[src/rtl/stepper_defs.vh]
`ifndef STEPPER_DEFS_VH
`define STEPPER_DEFS_VH
// ****************************************************************
// register map (byte addresses)
// ****************************************************************
`define REG_CTRL        8'h00
`define REG_STATUS      8'h04
`define REG_IRQ_STAT    8'h08
`define REG_IRQ_MASK    8'h0C
`define REG_OFF_CFG     8'h10
// ****************************************************************
// control register fields
// ****************************************************************
`define CTRL_USE_RES    0
`define CTRL_RESET      32'h0000_0001
// ****************************************************************
// interrupt bits
// ****************************************************************
`define IRQ_TRIP1       0
`define IRQ_TRIP2       1
`define IRQ_FAULT       2
`define IRQ_STEP        3
`define IRQ_W           4
// ****************************************************************
// timing
// ****************************************************************
`define CLK_MHZ         250
`define OFF_DEF_US      30
`define OFF_DEF_CYC     16'h1D4C
`define BLANK_US        1
`define BLANK_CYC       16'h00FA
`define FAST_NUM        20'h00005
`define FAST_DEN        16
`define HOME_IDX        3'h1
`define HOME_PCT        8'h47
`define CNT_W           16
`endif

[src/rtl/stepper_translator_chopper.v]
// Notes on behaviour
// - fixed off-time one-shot after each trip
// - timing pin high selects 30 us default
// - ignore comparators for blank time after switching
// - enable input high forces outputs off
// - translator runs regardless of enable
// - overtemperature or pump undervoltage disables outputs
// - power-on lockout disables outputs, homes translator
// - regulator fault disables bridge outputs
// - mixed decay: fast 31.25 percent, then slow
// - synchronous rectification on during off-time
// - zero current stops synchronous rectification
// - home is half-step entry 2, 70.71 both
// - eight-entry table; full step walks even entries
// - rising step advances, direction sampled there
// - reset low homes, outputs off, ignores steps
// - size select low full, high half
// - lower target or home state mixed decay, else slow
`timescale 1ns/10ps
`include "stepper_defs.vh"

module stepper_translator_chopper (
    input  wire        CLK_IN,           // 250 MHz clock
    input  wire        RST_N_IN,         // async reset, active low
    input  wire        STEP_IN,          // step pin
    input  wire        DIR_IN,           // direction pin
    input  wire        STEP_SIZE_SELECT_IN, // low full, high half
    input  wire        RESET_N_IN,       // translator reset pin, active low
    input  wire        ENABLE_N_IN,      // output enable pin, active low
    input  wire        TIMER_PIN_HIGH_IN, // timing pin above 3 V
    input  wire        OVERTEMP_IN,      // thermal fault
    input  wire        PUMP_UV_IN,       // gate pump reservoir undervoltage
    input  wire        REG_FAULT_IN,     // sink gate regulator fault
    input  wire        UV_LOCKOUT_IN,    // supply undervoltage lockout
    input  wire [1:0]  TRIP_IN,          // sense comparators, per phase
    input  wire [1:0]  ZERO_CUR_IN,      // zero current detect, per phase
    input  wire        HSEL,             // ahb select
    input  wire [31:0] HADDR,            // ahb address
    input  wire [1:0]  HTRANS,           // ahb transfer type
    input  wire        HWRITE,           // ahb write
    input  wire [2:0]  HSIZE,            // ahb size
    input  wire [31:0] HWDATA,           // ahb write data
    input  wire        HREADY,           // ahb bus ready
    output wire [31:0] HRDATA,           // ahb read data
    output wire        HREADYOUT,        // slave ready
    output wire        HRESP,            // always okay
    output wire [3:0]  BRIDGE1_OUT,      // src a, sink a, src b, sink b
    output wire [3:0]  BRIDGE2_OUT,      // same layout, phase 2
    output wire [7:0]  TARGET1_OUT,      // signed phase 1 target, 100 = full
    output wire [7:0]  TARGET2_OUT,      // signed phase 2 target
    output wire        IRQ_OUT           // level interrupt
);

// ****************************************************************
// pin synchronisers
// ****************************************************************
localparam NSYNC = 16;
wire [NSYNC-1:0] raw_in = {ZERO_CUR_IN, TRIP_IN, UV_LOCKOUT_IN, REG_FAULT_IN, PUMP_UV_IN, OVERTEMP_IN,
                           TIMER_PIN_HIGH_IN, ENABLE_N_IN, RESET_N_IN, STEP_SIZE_SELECT_IN, DIR_IN, STEP_IN,
                           2'b00};
reg  [NSYNC-1:0] meta_ff;
reg  [NSYNC-1:0] sync_ff;
// two stages; only sync_ff is read
always @(posedge CLK_IN or negedge RST_N_IN) begin
    if (!RST_N_IN) begin
        meta_ff <= 16'h0000;
        sync_ff <= 16'h0000;
    end else begin
        meta_ff <= raw_in;
        sync_ff <= meta_ff;
    end
end
// synchronised pin levels; bits 1:0 are spare and stay low
wire       step_s  = sync_ff[2];
wire       dir_s   = sync_ff[3];
wire       half_s  = sync_ff[4];
wire       rstn_s  = sync_ff[5];
wire       en_n_s  = sync_ff[6];
wire       tpin_s  = sync_ff[7];
wire       fault_s = sync_ff[8] | sync_ff[9] | sync_ff[10] | sync_ff[11];
wire [1:0] trip_s  = sync_ff[13:12];
wire [1:0] zero_s  = sync_ff[15:14];

// ****************************************************************
// register bus
// ****************************************************************
reg         ctrl_ff;
reg  [3:0]  irq_stat_ff;
reg  [3:0]  irq_mask_ff;
reg  [15:0] off_cfg_ff;
reg         wr_pend_ff;
reg  [7:0]  addr_ff;
reg  [31:0] rdata_ff;
wire        take = HSEL & HREADY & HTRANS[1];
wire        wr_now = wr_pend_ff;
wire [3:0]  ev;
// capture the address phase; write lands in the data phase
always @(posedge CLK_IN or negedge RST_N_IN) begin
    if (!RST_N_IN) begin
        wr_pend_ff <= 1'b0;
        addr_ff    <= 8'h00;
    end else begin
        wr_pend_ff <= take & HWRITE;
        addr_ff    <= HADDR[7:0];
    end
end
// writable registers; event set wins over a one-to-clear
always @(posedge CLK_IN or negedge RST_N_IN) begin
    if (!RST_N_IN) begin
        ctrl_ff     <= 1'b0;
        irq_mask_ff <= 4'h0;
        irq_stat_ff <= 4'h0;
        off_cfg_ff  <= 16'h0FA0;
    end else begin
        if (wr_now && addr_ff == `REG_CTRL)
            ctrl_ff <= HWDATA[`CTRL_USE_RES];
        if (wr_now && addr_ff == `REG_IRQ_MASK)
            irq_mask_ff <= HWDATA[3:0];
        if (wr_now && addr_ff == `REG_OFF_CFG)
            off_cfg_ff <= HWDATA[15:0];
        irq_stat_ff <= (irq_stat_ff & ~((wr_now && addr_ff == `REG_IRQ_STAT) ? HWDATA[3:0] : 4'h0)) | ev;
    end
end

// ****************************************************************
// translator
// ****************************************************************
reg  [2:0] idx_ff;
reg        step_d_ff;
reg  [1:0] mixed_ff;
reg  [7:0] tgt1_ff;
reg  [7:0] tgt2_ff;
wire       step_rise = step_s & ~step_d_ff;
wire       homing = ~rstn_s | sync_ff[11];
// table entry to signed percent (70.71 rounded to 71)
function [7:0] pct;
    input [2:0] i;
    input       ph2;
    reg   [2:0] j;
    begin
        j = ph2 ? i - 3'h2 : i;
        case (j)
            3'h0: pct = 8'h64;
            3'h1: pct = 8'h47;
            3'h2: pct = 8'h00;
            3'h3: pct = 8'hB9;
            3'h4: pct = 8'h9C;
            3'h5: pct = 8'hB9;
            3'h6: pct = 8'h00;
            default: pct = 8'h47;
        endcase
    end
endfunction
// magnitude of a signed percent
function [6:0] mag;
    input [7:0] v;
    begin
        mag = v[7] ? 7'h00 - v[6:0] : v[6:0];
    end
endfunction
// index counts entries from 0, so home (entry 2) is index 1
wire [2:0] inc   = half_s ? 3'h1 : 3'h2;
wire [2:0] base  = half_s ? idx_ff : (idx_ff | 3'h1);
wire [2:0] nxt_idx = dir_s ? base + inc : base - inc;
// step handling runs regardless of enable and of every fault except lockout, which homes
// translator independent
always @(posedge CLK_IN or negedge RST_N_IN) begin
    if (!RST_N_IN) begin
        step_d_ff <= 1'b0;
        idx_ff    <= `HOME_IDX;
        mixed_ff  <= 2'b11;
    end else begin
        step_d_ff <= step_s;
        // reset homes, lockout homes, home entry
        if (homing) begin
            idx_ff   <= `HOME_IDX;
            mixed_ff <= 2'b11;
        end else if (step_rise) begin
            idx_ff      <= nxt_idx;
            mixed_ff[0] <= mag(pct(nxt_idx, 1'b0)) < mag(pct(idx_ff, 1'b0));
            mixed_ff[1] <= mag(pct(nxt_idx, 1'b1)) < mag(pct(idx_ff, 1'b1));
        end
    end
end

// ****************************************************************
// target outputs
// ****************************************************************
// targets leave from flip-flops; the extra cycle is small beside the
// two-flop lag on the step pin, and keeps the table decode off the pins
always @(posedge CLK_IN or negedge RST_N_IN) begin
    if (!RST_N_IN) begin
        tgt1_ff <= `HOME_PCT;
        tgt2_ff <= `HOME_PCT;
    end else begin
        tgt1_ff <= pct(idx_ff, 1'b0);
        tgt2_ff <= pct(idx_ff, 1'b1);
    end
end
// the chopper below reads these same registered targets
assign TARGET1_OUT = tgt1_ff;
assign TARGET2_OUT = tgt2_ff;

// ****************************************************************
// off-time selection
// ****************************************************************
// default off-time, loaded length
wire [15:0] off_len  = (tpin_s | ~ctrl_ff) ? `OFF_DEF_CYC : off_cfg_ff;
// a loaded length of zero still keeps the bridges off for one cycle
// fast share is 5/16 of the off-time, rounded down to whole cycles
wire [19:0] fast_pr  = {4'h0, off_len} * `FAST_NUM;
wire [15:0] fast_len = fast_pr[19:4];
wire        out_ok   = ~en_n_s & ~fault_s & rstn_s;
reg         out_ok_d_ff;
// bridges coming back on after enable or a fault switch as well
wire        rearm    = out_ok & ~out_ok_d_ff;
// previous gate state, to spot the outputs returning
always @(posedge CLK_IN or negedge RST_N_IN) begin
    if (!RST_N_IN)
        out_ok_d_ff <= 1'b0;
    else
        out_ok_d_ff <= out_ok;
end

// ****************************************************************
// chopper per phase
// ****************************************************************
// no pattern below turns on the source and sink of one leg together
localparam S_DRIVE = 2'b01;
localparam S_OFF   = 2'b10;
wire [1:0] trip_ev;
genvar p;
generate
    for (p = 0; p < 2; p = p + 1) begin : g_ph
        reg  [1:0]  st_ff;
        reg  [15:0] off_cnt_ff;
        reg  [15:0] blank_cnt_ff;
        reg         nosync_ff;
        reg  [3:0]  br_ff;
        wire [7:0]  tgt   = p ? TARGET2_OUT : TARGET1_OUT;
        wire        pos   = ~tgt[7];
        wire        zero  = tgt == 8'h00;
        wire        fast  = mixed_ff[p] && (off_len - off_cnt_ff) < fast_len;
        wire        trip  = trip_s[p] && blank_cnt_ff == 16'h0000 && st_ff == S_DRIVE;
        reg  [3:0]  nxt_br;
        assign trip_ev[p] = trip;
        // chop state and counters
        always @(posedge CLK_IN or negedge RST_N_IN) begin
            if (!RST_N_IN) begin
                st_ff        <= S_DRIVE;
                off_cnt_ff   <= 16'h0000;
                blank_cnt_ff <= `BLANK_CYC;
                nosync_ff    <= 1'b0;
            end else begin
                case (st_ff)
                    S_DRIVE: begin
                        // transients of re-enabled bridges are blanked too
                        if (rearm)
                            blank_cnt_ff <= `BLANK_CYC;
                        else if (blank_cnt_ff != 16'h0000)
                            blank_cnt_ff <= blank_cnt_ff - 16'h0001;
                        if (trip) begin
                            st_ff        <= S_OFF;
                            off_cnt_ff   <= off_len;
                            blank_cnt_ff <= `BLANK_CYC;
                            nosync_ff    <= 1'b0;
                        end
                    end
                    S_OFF: begin
                        if (zero_s[p])
                            nosync_ff <= 1'b1;
                        if (off_cnt_ff <= 16'h0001) begin
                            st_ff        <= S_DRIVE;
                            blank_cnt_ff <= `BLANK_CYC;
                        end else
                            off_cnt_ff <= off_cnt_ff - 16'h0001;
                    end
                    default: st_ff <= S_DRIVE;
                endcase
            end
        end
        // gate pattern: {src a, sink a, src b, sink b}
        always @* begin
            nxt_br = 4'h0;
            if (zero)
                nxt_br = 4'h0;
            else if (st_ff == S_DRIVE)
                nxt_br = pos ? 4'b1001 : 4'b0110;
            else if (fast)
                nxt_br = nosync_ff ? 4'h0 : (pos ? 4'b0110 : 4'b1001);
            // sync rectification, slow decay on low side
            else
                nxt_br = nosync_ff ? (pos ? 4'b0001 : 4'b0100) : 4'b0101;
            if (!out_ok)
                nxt_br = 4'h0;
        end
        // gate drive leaves from a flip-flop, so the pins never glitch
        always @(posedge CLK_IN or negedge RST_N_IN) begin
            if (!RST_N_IN)
                br_ff <= 4'h0;
            else
                br_ff <= nxt_br;
        end
    end
endgenerate
// per-phase gate registers to the pins
assign BRIDGE1_OUT = g_ph[0].br_ff;
assign BRIDGE2_OUT = g_ph[1].br_ff;

// ****************************************************************
// interrupts and readback
// ****************************************************************
// a step event counts only when the translator really moves
assign ev = {step_rise & ~homing, fault_s, trip_ev};
assign IRQ_OUT = |(irq_stat_ff & irq_mask_ff);
// read mux registered in the data phase
always @(posedge CLK_IN or negedge RST_N_IN) begin
    if (!RST_N_IN)
        rdata_ff <= 32'h0000_0000;
    else if (take && !HWRITE) begin
        case (HADDR[7:0])
            `REG_CTRL:     rdata_ff <= {31'h0, ctrl_ff};
            `REG_STATUS:   rdata_ff <= {20'h0, out_ok, fault_s, mixed_ff, 5'h0, idx_ff};
            `REG_IRQ_STAT: rdata_ff <= {28'h0, irq_stat_ff};
            `REG_IRQ_MASK: rdata_ff <= {28'h0, irq_mask_ff};
            `REG_OFF_CFG:  rdata_ff <= {16'h0, off_cfg_ff};
            default:       rdata_ff <= 32'h0000_0000;
        endcase
    end
end
// zero wait states, never an error; transfer size is not checked
assign HRDATA    = rdata_ff;
assign HREADYOUT = 1'b1;
assign HRESP     = 1'b0;

endmodule // stepper_translator_chopper

[config.mk]
export PLATFORM = sky130hd
export DESIGN_NAME = stepper_translator_chopper
export DESIGN_NICKNAME = d
export VERILOG_FILES = /design/src/rtl/stepper_translator_chopper.v
export VERILOG_INCLUDE_DIRS = /design/src /design/src/rtl
export SDC_FILE = /design/constraint.sdc
export NUM_CORES = 1
export LEC_CHECK = 0
export ABC_AREA = 1
export BUFFER_PORTS_ARGS = -buffer_cell sky130_fd_sc_hd__buf_2
export CAP_MARGIN = 20
export CORE_ASPECT_RATIO = 1.1
export CORE_UTILIZATION = 59
export DETAILED_ROUTE_END_ITERATION = 6
export MAX_ROUTING_LAYER = met4
export PLACE_DENSITY = 0.83
export SETUP_SLACK_MARGIN = 0.15
export SYNTH_ARGS = -nofsm -noshare
export SYNTH_HDL_FRONTEND = slang
export SYNTH_SLANG_ARGS = --single-unit
[constraint.sdc]
create_clock -name CLK_IN -period 4.7 [get_ports CLK_IN]
set_input_delay 0.235 -clock CLK_IN [delete_from_list [all_inputs] [get_ports CLK_IN]]
set_output_delay 0.235 -clock CLK_IN [all_outputs]
set_load 0.02 [all_outputs]
==> flow_metrics.tcl, run 1 <==
set metrics [dict create \
    endpoint_kind "flip-flop" \
    synthToLayoutAreaGrowth_pct 12.5 \
    place_hpwl_mm 21.5 \
    finalCriticalPeriod_ns 4.14 \
    die_area_sq_um 19800 \
    min_path_cells 3 \
    yosysSeqAreaShare_pct 38.9 \
    grt_pass1_vias 10183 \
    clock.fmax_mhz 242 \
    cap_violations 0 \
    io_buffers 84 \
    coreArea_sq_um 18600 \
    ys_top_cells_by_area "dfrtp_1, nand2_1, ha_1" \
    r2r_setup_slack_ns 0.56 \
    final_layout_size_suffix_gt1_share_pct 11.8 \
    cellPowerDensity_nw_per_um2 546 \
    std_cell_rows 52 \
    synthArstFlopShare_pct 100 \
    crit_required_ns 5.02 \
    finalSetupTns_ns 0 \
    start_kind "flip-flop" \
    clk_latency_ns 0.44 \
    worst-r2r-cell-count 25 \
    yosysWarnings 0 \
    final.fill_count 1497 \
    finalCritPeriodShare_pct 88.0 \
    place_area_sq_um 12000 \
    cp.arrival_ns 4.46 \
    ys_seq_elements 175 \
    cts_root_buf "clkbuf_16" \
    status "completed" \
    hold_slack_ns 0.0315 \
    gp_congestion 0.946 \
    drt-total-wl_mm 29.1 \
    antenna_found_initial 0 \
    hold_path.class "primary input to flip-flop" \
    synth_area_sq_um 11400 \
    slowest_stage "ha_1" \
    cts_sinks 175 \
    ant_nets 0 \
    synthFlopType "dfrtp_1" \
    synth.avg_cell_area_sq_um 7.70 \
    overflow 0 \
    critPathMaxFanout 6 \
    hold_end "wr_now" \
    die_y_microns 148 \
    grt_max_degree 176 \
    nNetsFinal 1757 \
    routedWlPerCell_microns 15.8 \
    first_pass_iters 7 \
    cp_common_cell "a21oi_1" \
    skew_ns 0.0131 \
    cts.clk_slew.worst_paths_ns 0.07 \
    finish.instance_area_sq_um 12800 \
    die-width_microns 134 \
    maxSlewHeadroom_pct 36.0 \
    p_leak_uw 0.00647 \
    synth_top_area_share_pct 31.7 \
    synth_top_cell_by_area "dfrtp_1" \
    final_max_slew_viol_count 0 \
    crit_type "flip-flop to flip-flop" \
    htree_levels 4 \
    finalSetupViolations 0 \
    dr.first_iter.drc_count 764 \
    p_total_uw 6980 \
    grt_pass1_wl_mm 47.4 \
    critPathMaxStageDelay_ns 0.40 \
    r2r-start "off_cfg_ff[6]" \
    cts_tree "yes" \
    peakVddDrop_mv 0.318 \
    rsz0062_at_grt "no" \
    via_per_inst 5.67 \
    synth_edf_count 0 \
    drc 0 \
    synthCells 1476 \
    grt_use_total_pct 31.3 \
    clockBufferDepth 2 \
    floorplan.initialDensity_pct 61.1 \
    numCtsBuffers 17 \
    vias 10441 \
    tightest_slew_ns 0.960 \
    rr_endpoint "BRIDGE2_OUT[2]" \
    synth_cell_types 53 \
    num_io_pins 147 \
    finalHoldViolCount 0 \
    min_from "HWRITE" \
    insertedDiodeCount 0 \
]
-- cells in the mapped netlist, types with 21 or more instances --
master / instances
nand3_1: 78
nor3_1: 26
clkbuf_1: 21
a21oi_1: 101
xor2_1: 40
inv_1: 194
o21ai_0: 119
dfstp_2: 31
dfrtp_1: 144
nand2_1: 270
nor2_1: 164
ha_1: 80
buf_4: 22
nand4_1: 21
-- worst max-delay path by stage --
stage | from | slack, ns | cells past startpoint | end
after detailed placement | ctrl_ff | 0.37 | 23 | BRIDGE1_OUT[2]
after floorplan | sync_ff[7] | 1.14 | 22 | BRIDGE1_OUT[0]
after global placement | ctrl_ff | 0.44 | 23 | BRIDGE1_OUT[2]
after global routing | sync_ff[7] | 0.18 | 22 | BRIDGE1_OUT[0]
final | off_cfg_ff[6] | 0.56 | 25 | BRIDGE2_OUT[2]
after CTS | ctrl_ff | 0.34 | 23 | BRIDGE1_OUT[2]
-- per-stage QoR --
stage | instances | setup WS [ns] | utilization (%)
floorplan | 1498 | 1.14 | -
global placement | 1785 | 0.445 | 64.3
detailed placement | 1785 | 0.370 | 64.3
CTS | 1840 | 0.343 | 68.7
global route | 1841 | 0.177 | 68.8
finish | 1841 | 0.564 | 68.8
-- per-layer routing --
metal,track usage [%],vias up,part of all wire (%)
met5,-,-,0
li1,-,5083,-
met4,11.3,0,2.4
met2,52.1,375,49
met3,4.70,55,5.6
met1,38.7,4928,43
-- registers in the layout (all words and copies together), names as in the netlist --
signal,cells
sync_ff,14
irq_mask_ff,4
g_ph.nosync_ff,2
addr_ff,8
irq_stat_ff,4
BRIDGE2_OUT,4
meta_ff,14
g_ph.off_cnt_ff,32
out_ok_d_ff,1
g_ph.blank_cnt_ff,32
BRIDGE1_OUT,4
off_cfg_ff,16
HRDATA,16
wr_now,1
idx_ff,3
TARGET2_OUT,6
mixed_ff,2
step_d_ff,1
g_ph.st_ff,4
TARGET1_OUT,6
ctrl_ff,1
-- report_power, final --
group | total, uW | internal [uW] | switching (uW)
Clock | 1390 | 708 | 685
Sequential | 2140 | 1870 | 271
Combinational | 3450 | 1220 | 2230
-- worst max-delay path: cells and delay by family, from the launching register on --
kind | cells | cell delay, ns
fa+ha+maj | 2 | 0.68
flops | 1 | 0.36
xor+xnor | 1 | 0.15
simple gates | 9 | 0.91
compound gates | 8 | 1.23
buf+inv | 5 | 0.70
-- cell usage in the layout (no fill, tap or decap), drive strengths merged, types with 5 or more instances in the layout --
cell and instances:
nor2 172, xnor2 15, dfstp 31, nand3b 7
o21bai 5, o311ai 5, buf 90, xor2 40
dlygate4sd3 23, inv 209, ha 80, a21oi 101
a31oi 8, nor3 29, o31ai 9, nand2 278
o211ai 16, clkinv 6, nor3b 5, nand3 82
nor4 10, o22ai 12, o21ai 122, conb 24
clkbuf 18, dfrtp 144, nand4 21
-- repair_timing --
item                                   in CTS  in global routing
endpoints found under the hold margin      43                  0
setup endpoints to repair                   0                  8
hold buffers                               23                  0
resized for setup                           0                  4
setup buffers                               0                  1
-- logic make-up (layout without fill, tap and decap cells) --
logic type	after synthesis	in the layout	share of synthesized area [%]
other	2	24	0.0660
and+or+nand+nor	614	614	23.6
buffers and inverters	248	348	8.99
AOI/OAI and AO/OA	298	298	14.7
xor gates and xnor gates	55	55	4.24
adders and majority gates	84	84	9.51
DFF	175	175	38.9
-- final cells by class --
cell class / instances / area [sq um] / area share, %
Tap cell: 243 / 304 / 2.38
Multi-Input combinational cell: 1075 / 6020 / 47.1
Timing Repair Buffer: 113 / 714 / 5.58
Sequential cell: 175 / 4420 / 34.5
Inverter: 203 / 762 / 5.96
Clock inverter: 14 / 145 / 1.13
Clock buffer: 18 / 429 / 3.35
Note: power is estimated with default switching activity, not from simulation.
==> run 2: changes to the inputs <==
Settings changed: REMOVE_ABC_BUFFERS set to 1.
==> run 2 against run 1 <==
  * Non-clock buffer count stayed put
  * Combinational power is 2% higher
  * Clock power is 7% higher
  * Sequential share of layout area is 0.064 points lower
  * Critical path type unchanged
==> flow_metrics.tcl, run 2 (synthesis gave the netlist of run 1 again) <==
set metrics [dict create \
    skew_ns 0.0134 \
    seq_power_share_pct 30.0 \
    critPathMaxFanout 10 \
    worst-r2r-cell-count 22 \
    io_buffers 84 \
    finalSetupTns_ns 0 \
    numCtsBuffers 17 \
    tightest_slew_ns 0.996 \
    cellPowerDensity_nw_per_um2 557 \
    routedWlPerCell_microns 16.3 \
    endpoint_kind "flip-flop" \
    multiInputGateArea_sq_um 6030 \
    overflow 0 \
    ant_nets 0 \
    finalCriticalPeriod_ns 4.22 \
    cap_violations 0 \
    die_y_microns 148 \
    start_kind "flip-flop" \
    grt_pass1_wl_mm 49.8 \
    htree_levels 4 \
    place_hpwl_mm 22.1 \
    mostFrequentLayoutCell "nand2_1" \
    grt_use_total_pct 32.7 \
    finalCritPeriodShare_pct 89.7 \
    synthToLayoutAreaGrowth_pct 12.7 \
    status "completed" \
    seq_area_sq_um 4420 \
    via_per_inst 5.74 \
    cp.arrival_ns 4.54 \
    first_pass_iters 5 \
    antenna_found_initial 0 \
    final_max_slew_viol_count 0 \
    cts_tree "yes" \
    dr.first_iter.drc_count 855 \
    rsz0062_at_grt "no" \
    die_area_sq_um 19800 \
    postLayoutCoreUtil_pct 68.9 \
    cts.clk_slew.worst_paths_ns 0.07 \
    switching_power_uw 3200 \
    maxSlewHeadroom_pct 33.4 \
    die-width_microns 134 \
    crit_type "flip-flop to flip-flop" \
    peakVddDrop_mv 0.332 \
    grt_max_degree 103 \
    final.fill_count 1482 \
    std_cell_rows 52 \
    p_leak_uw 0.00648 \
    drt-total-wl_mm 30.1 \
    final_cell_mix "nand2_1, inv_1, nor2_1" \
    clock.fmax_mhz 237 \
    floorplan.initialDensity_pct 61.1 \
    clockBufferDepth 2 \
    final_layout_size_suffix_gt1_share_pct 11.7 \
    grt_pass1_vias 10608 \
    min_from "HWRITE" \
    biggestRegsByFlops "g_ph.blank_cnt_ff x32, g_ph.off_cnt_ff x32" \
    startpoint "sync_ff[7]" \
    vias 10563 \
    hold_path.class "primary input to flip-flop" \
    intPower_uw 3940 \
    coreArea_sq_um 18600 \
    crit_required_ns 5.02 \
    num_io_pins 147 \
    finalHoldViolCount 0 \
    clkPwrFrac_pct 20.9 \
    drc 0 \
    gp_congestion 0.955 \
    swShare_pct 44.8 \
    finalSetupViolations 0 \
    clk_latency_ns 0.44 \
    p_comb_share_pct 49.2 \
    min_path_cells 3 \
    r2r-start "sync_ff[7]" \
    nNetsFinal 1757 \
    insertedDiodeCount 0 \
    cts_root_buf "clkbuf_16" \
    cts_sinks 175 \
]
run 2: cell types whose count changed in the layout (fill, tap and decap cells not counted), sizes merged:
cell,before,now
bufinv,0,3
clkinv,6,4
inv,209,207
clkbuf,18,19
run 2: path summary, 6_finish.rpt:
kind,slack (ns),end
min,0.01,wr_now
max in group asynchronous,3.12,g_ph[1].blank_cnt_ff[1]
min in group asynchronous,0.46,g_ph[0].blank_cnt_ff[15]
min reg2reg,0.35,sync_ff[5]
max,0.48,BRIDGE1_OUT[0]
max reg2reg,0.48,BRIDGE1_OUT[0]
run 2: final cells by class:
type	instances	area share, %
multi-input cells	1075	47.0
flip-flops and latches	175	34.5
inverters	203	5.94
repair buffers	113	5.48
clock buffers	19	3.38
well taps	243	2.37
clock inverters	13	1.35
run 2: what timing repair did:
item,in CTS,in global routing
setup endpoints to repair,0,8
hold buffers,23,0
endpoints found under the hold margin,97,0
buffers inserted,0,0
resized for setup,0,5
run 2: metrics by stage:
stage / cell area (sq um) / setup slack [ns] / instances / hold slack (ns) / total power [uW]
2_1_floorplan: 11200 / 1.08 / 1453 / -0.0606 / 4710
3_3_place_gp: 12000 / 0.442 / 1786 / 0.333 / 5400
3_5_place_dp: 12000 / 0.410 / 1786 / 0.336 / 5550
4_1_cts: 12800 / 0.332 / 1841 / 0.00872 / 7090
5_1_grt: 12800 / 0.130 / 1841 / 0.0425 / 7730
6_report: 12800 / 0.484 / 1841 / 0.0135 / 7140
run 2: per-layer routing:
metal | wire length [microns] | GRT usage (%) | vias to the layer above
li1 | - | - | 5078
met2 | 15300 | 56.7 | 369
met3 | 1490 | 4.15 | 78
met4 | 980 | 13.9 | 0
met5 | 0 | - | -
met1 | 12300 | 38.2 | 5038
run 2: power by group through the flow:
| stage | sequential [uW] | clock (uW) | combinational, uW |
|---|---|---|---|
| final | 2140 | 1490 | 3510 |
| after global placement | 2140 | 0 | 3260 |
| after CTS | 2130 | 1500 | 3460 |
| after global routing | 2180 | 1550 | 4000 |
| after floorplan | 2100 | 0 | 2620 |
| after detailed placement | 2150 | 0 | 3400 |
run 2: worst max-delay path: stages (launching register included):
cell and delay (ns):
dfrtp_1 0.41, inv_2 0.15, nand2_4 0.16, nor2_2 0.18, inv_1 0.14, ha_1 0.30, ha_1 0.35, a21oi_1 0.15
a21boi_0 0.21, nand3_1 0.15, a21oi_1 0.16, o21bai_1 0.14, a21oi_1 0.17, nor2_1 0.07, nor2_1 0.11, xor2_1 0.24
ha_1 0.29, a21oi_1 0.18, o2111ai_1 0.12, a21oi_1 0.13, nand2_1 0.13, nand2_1 0.09, nand2_1 0.05
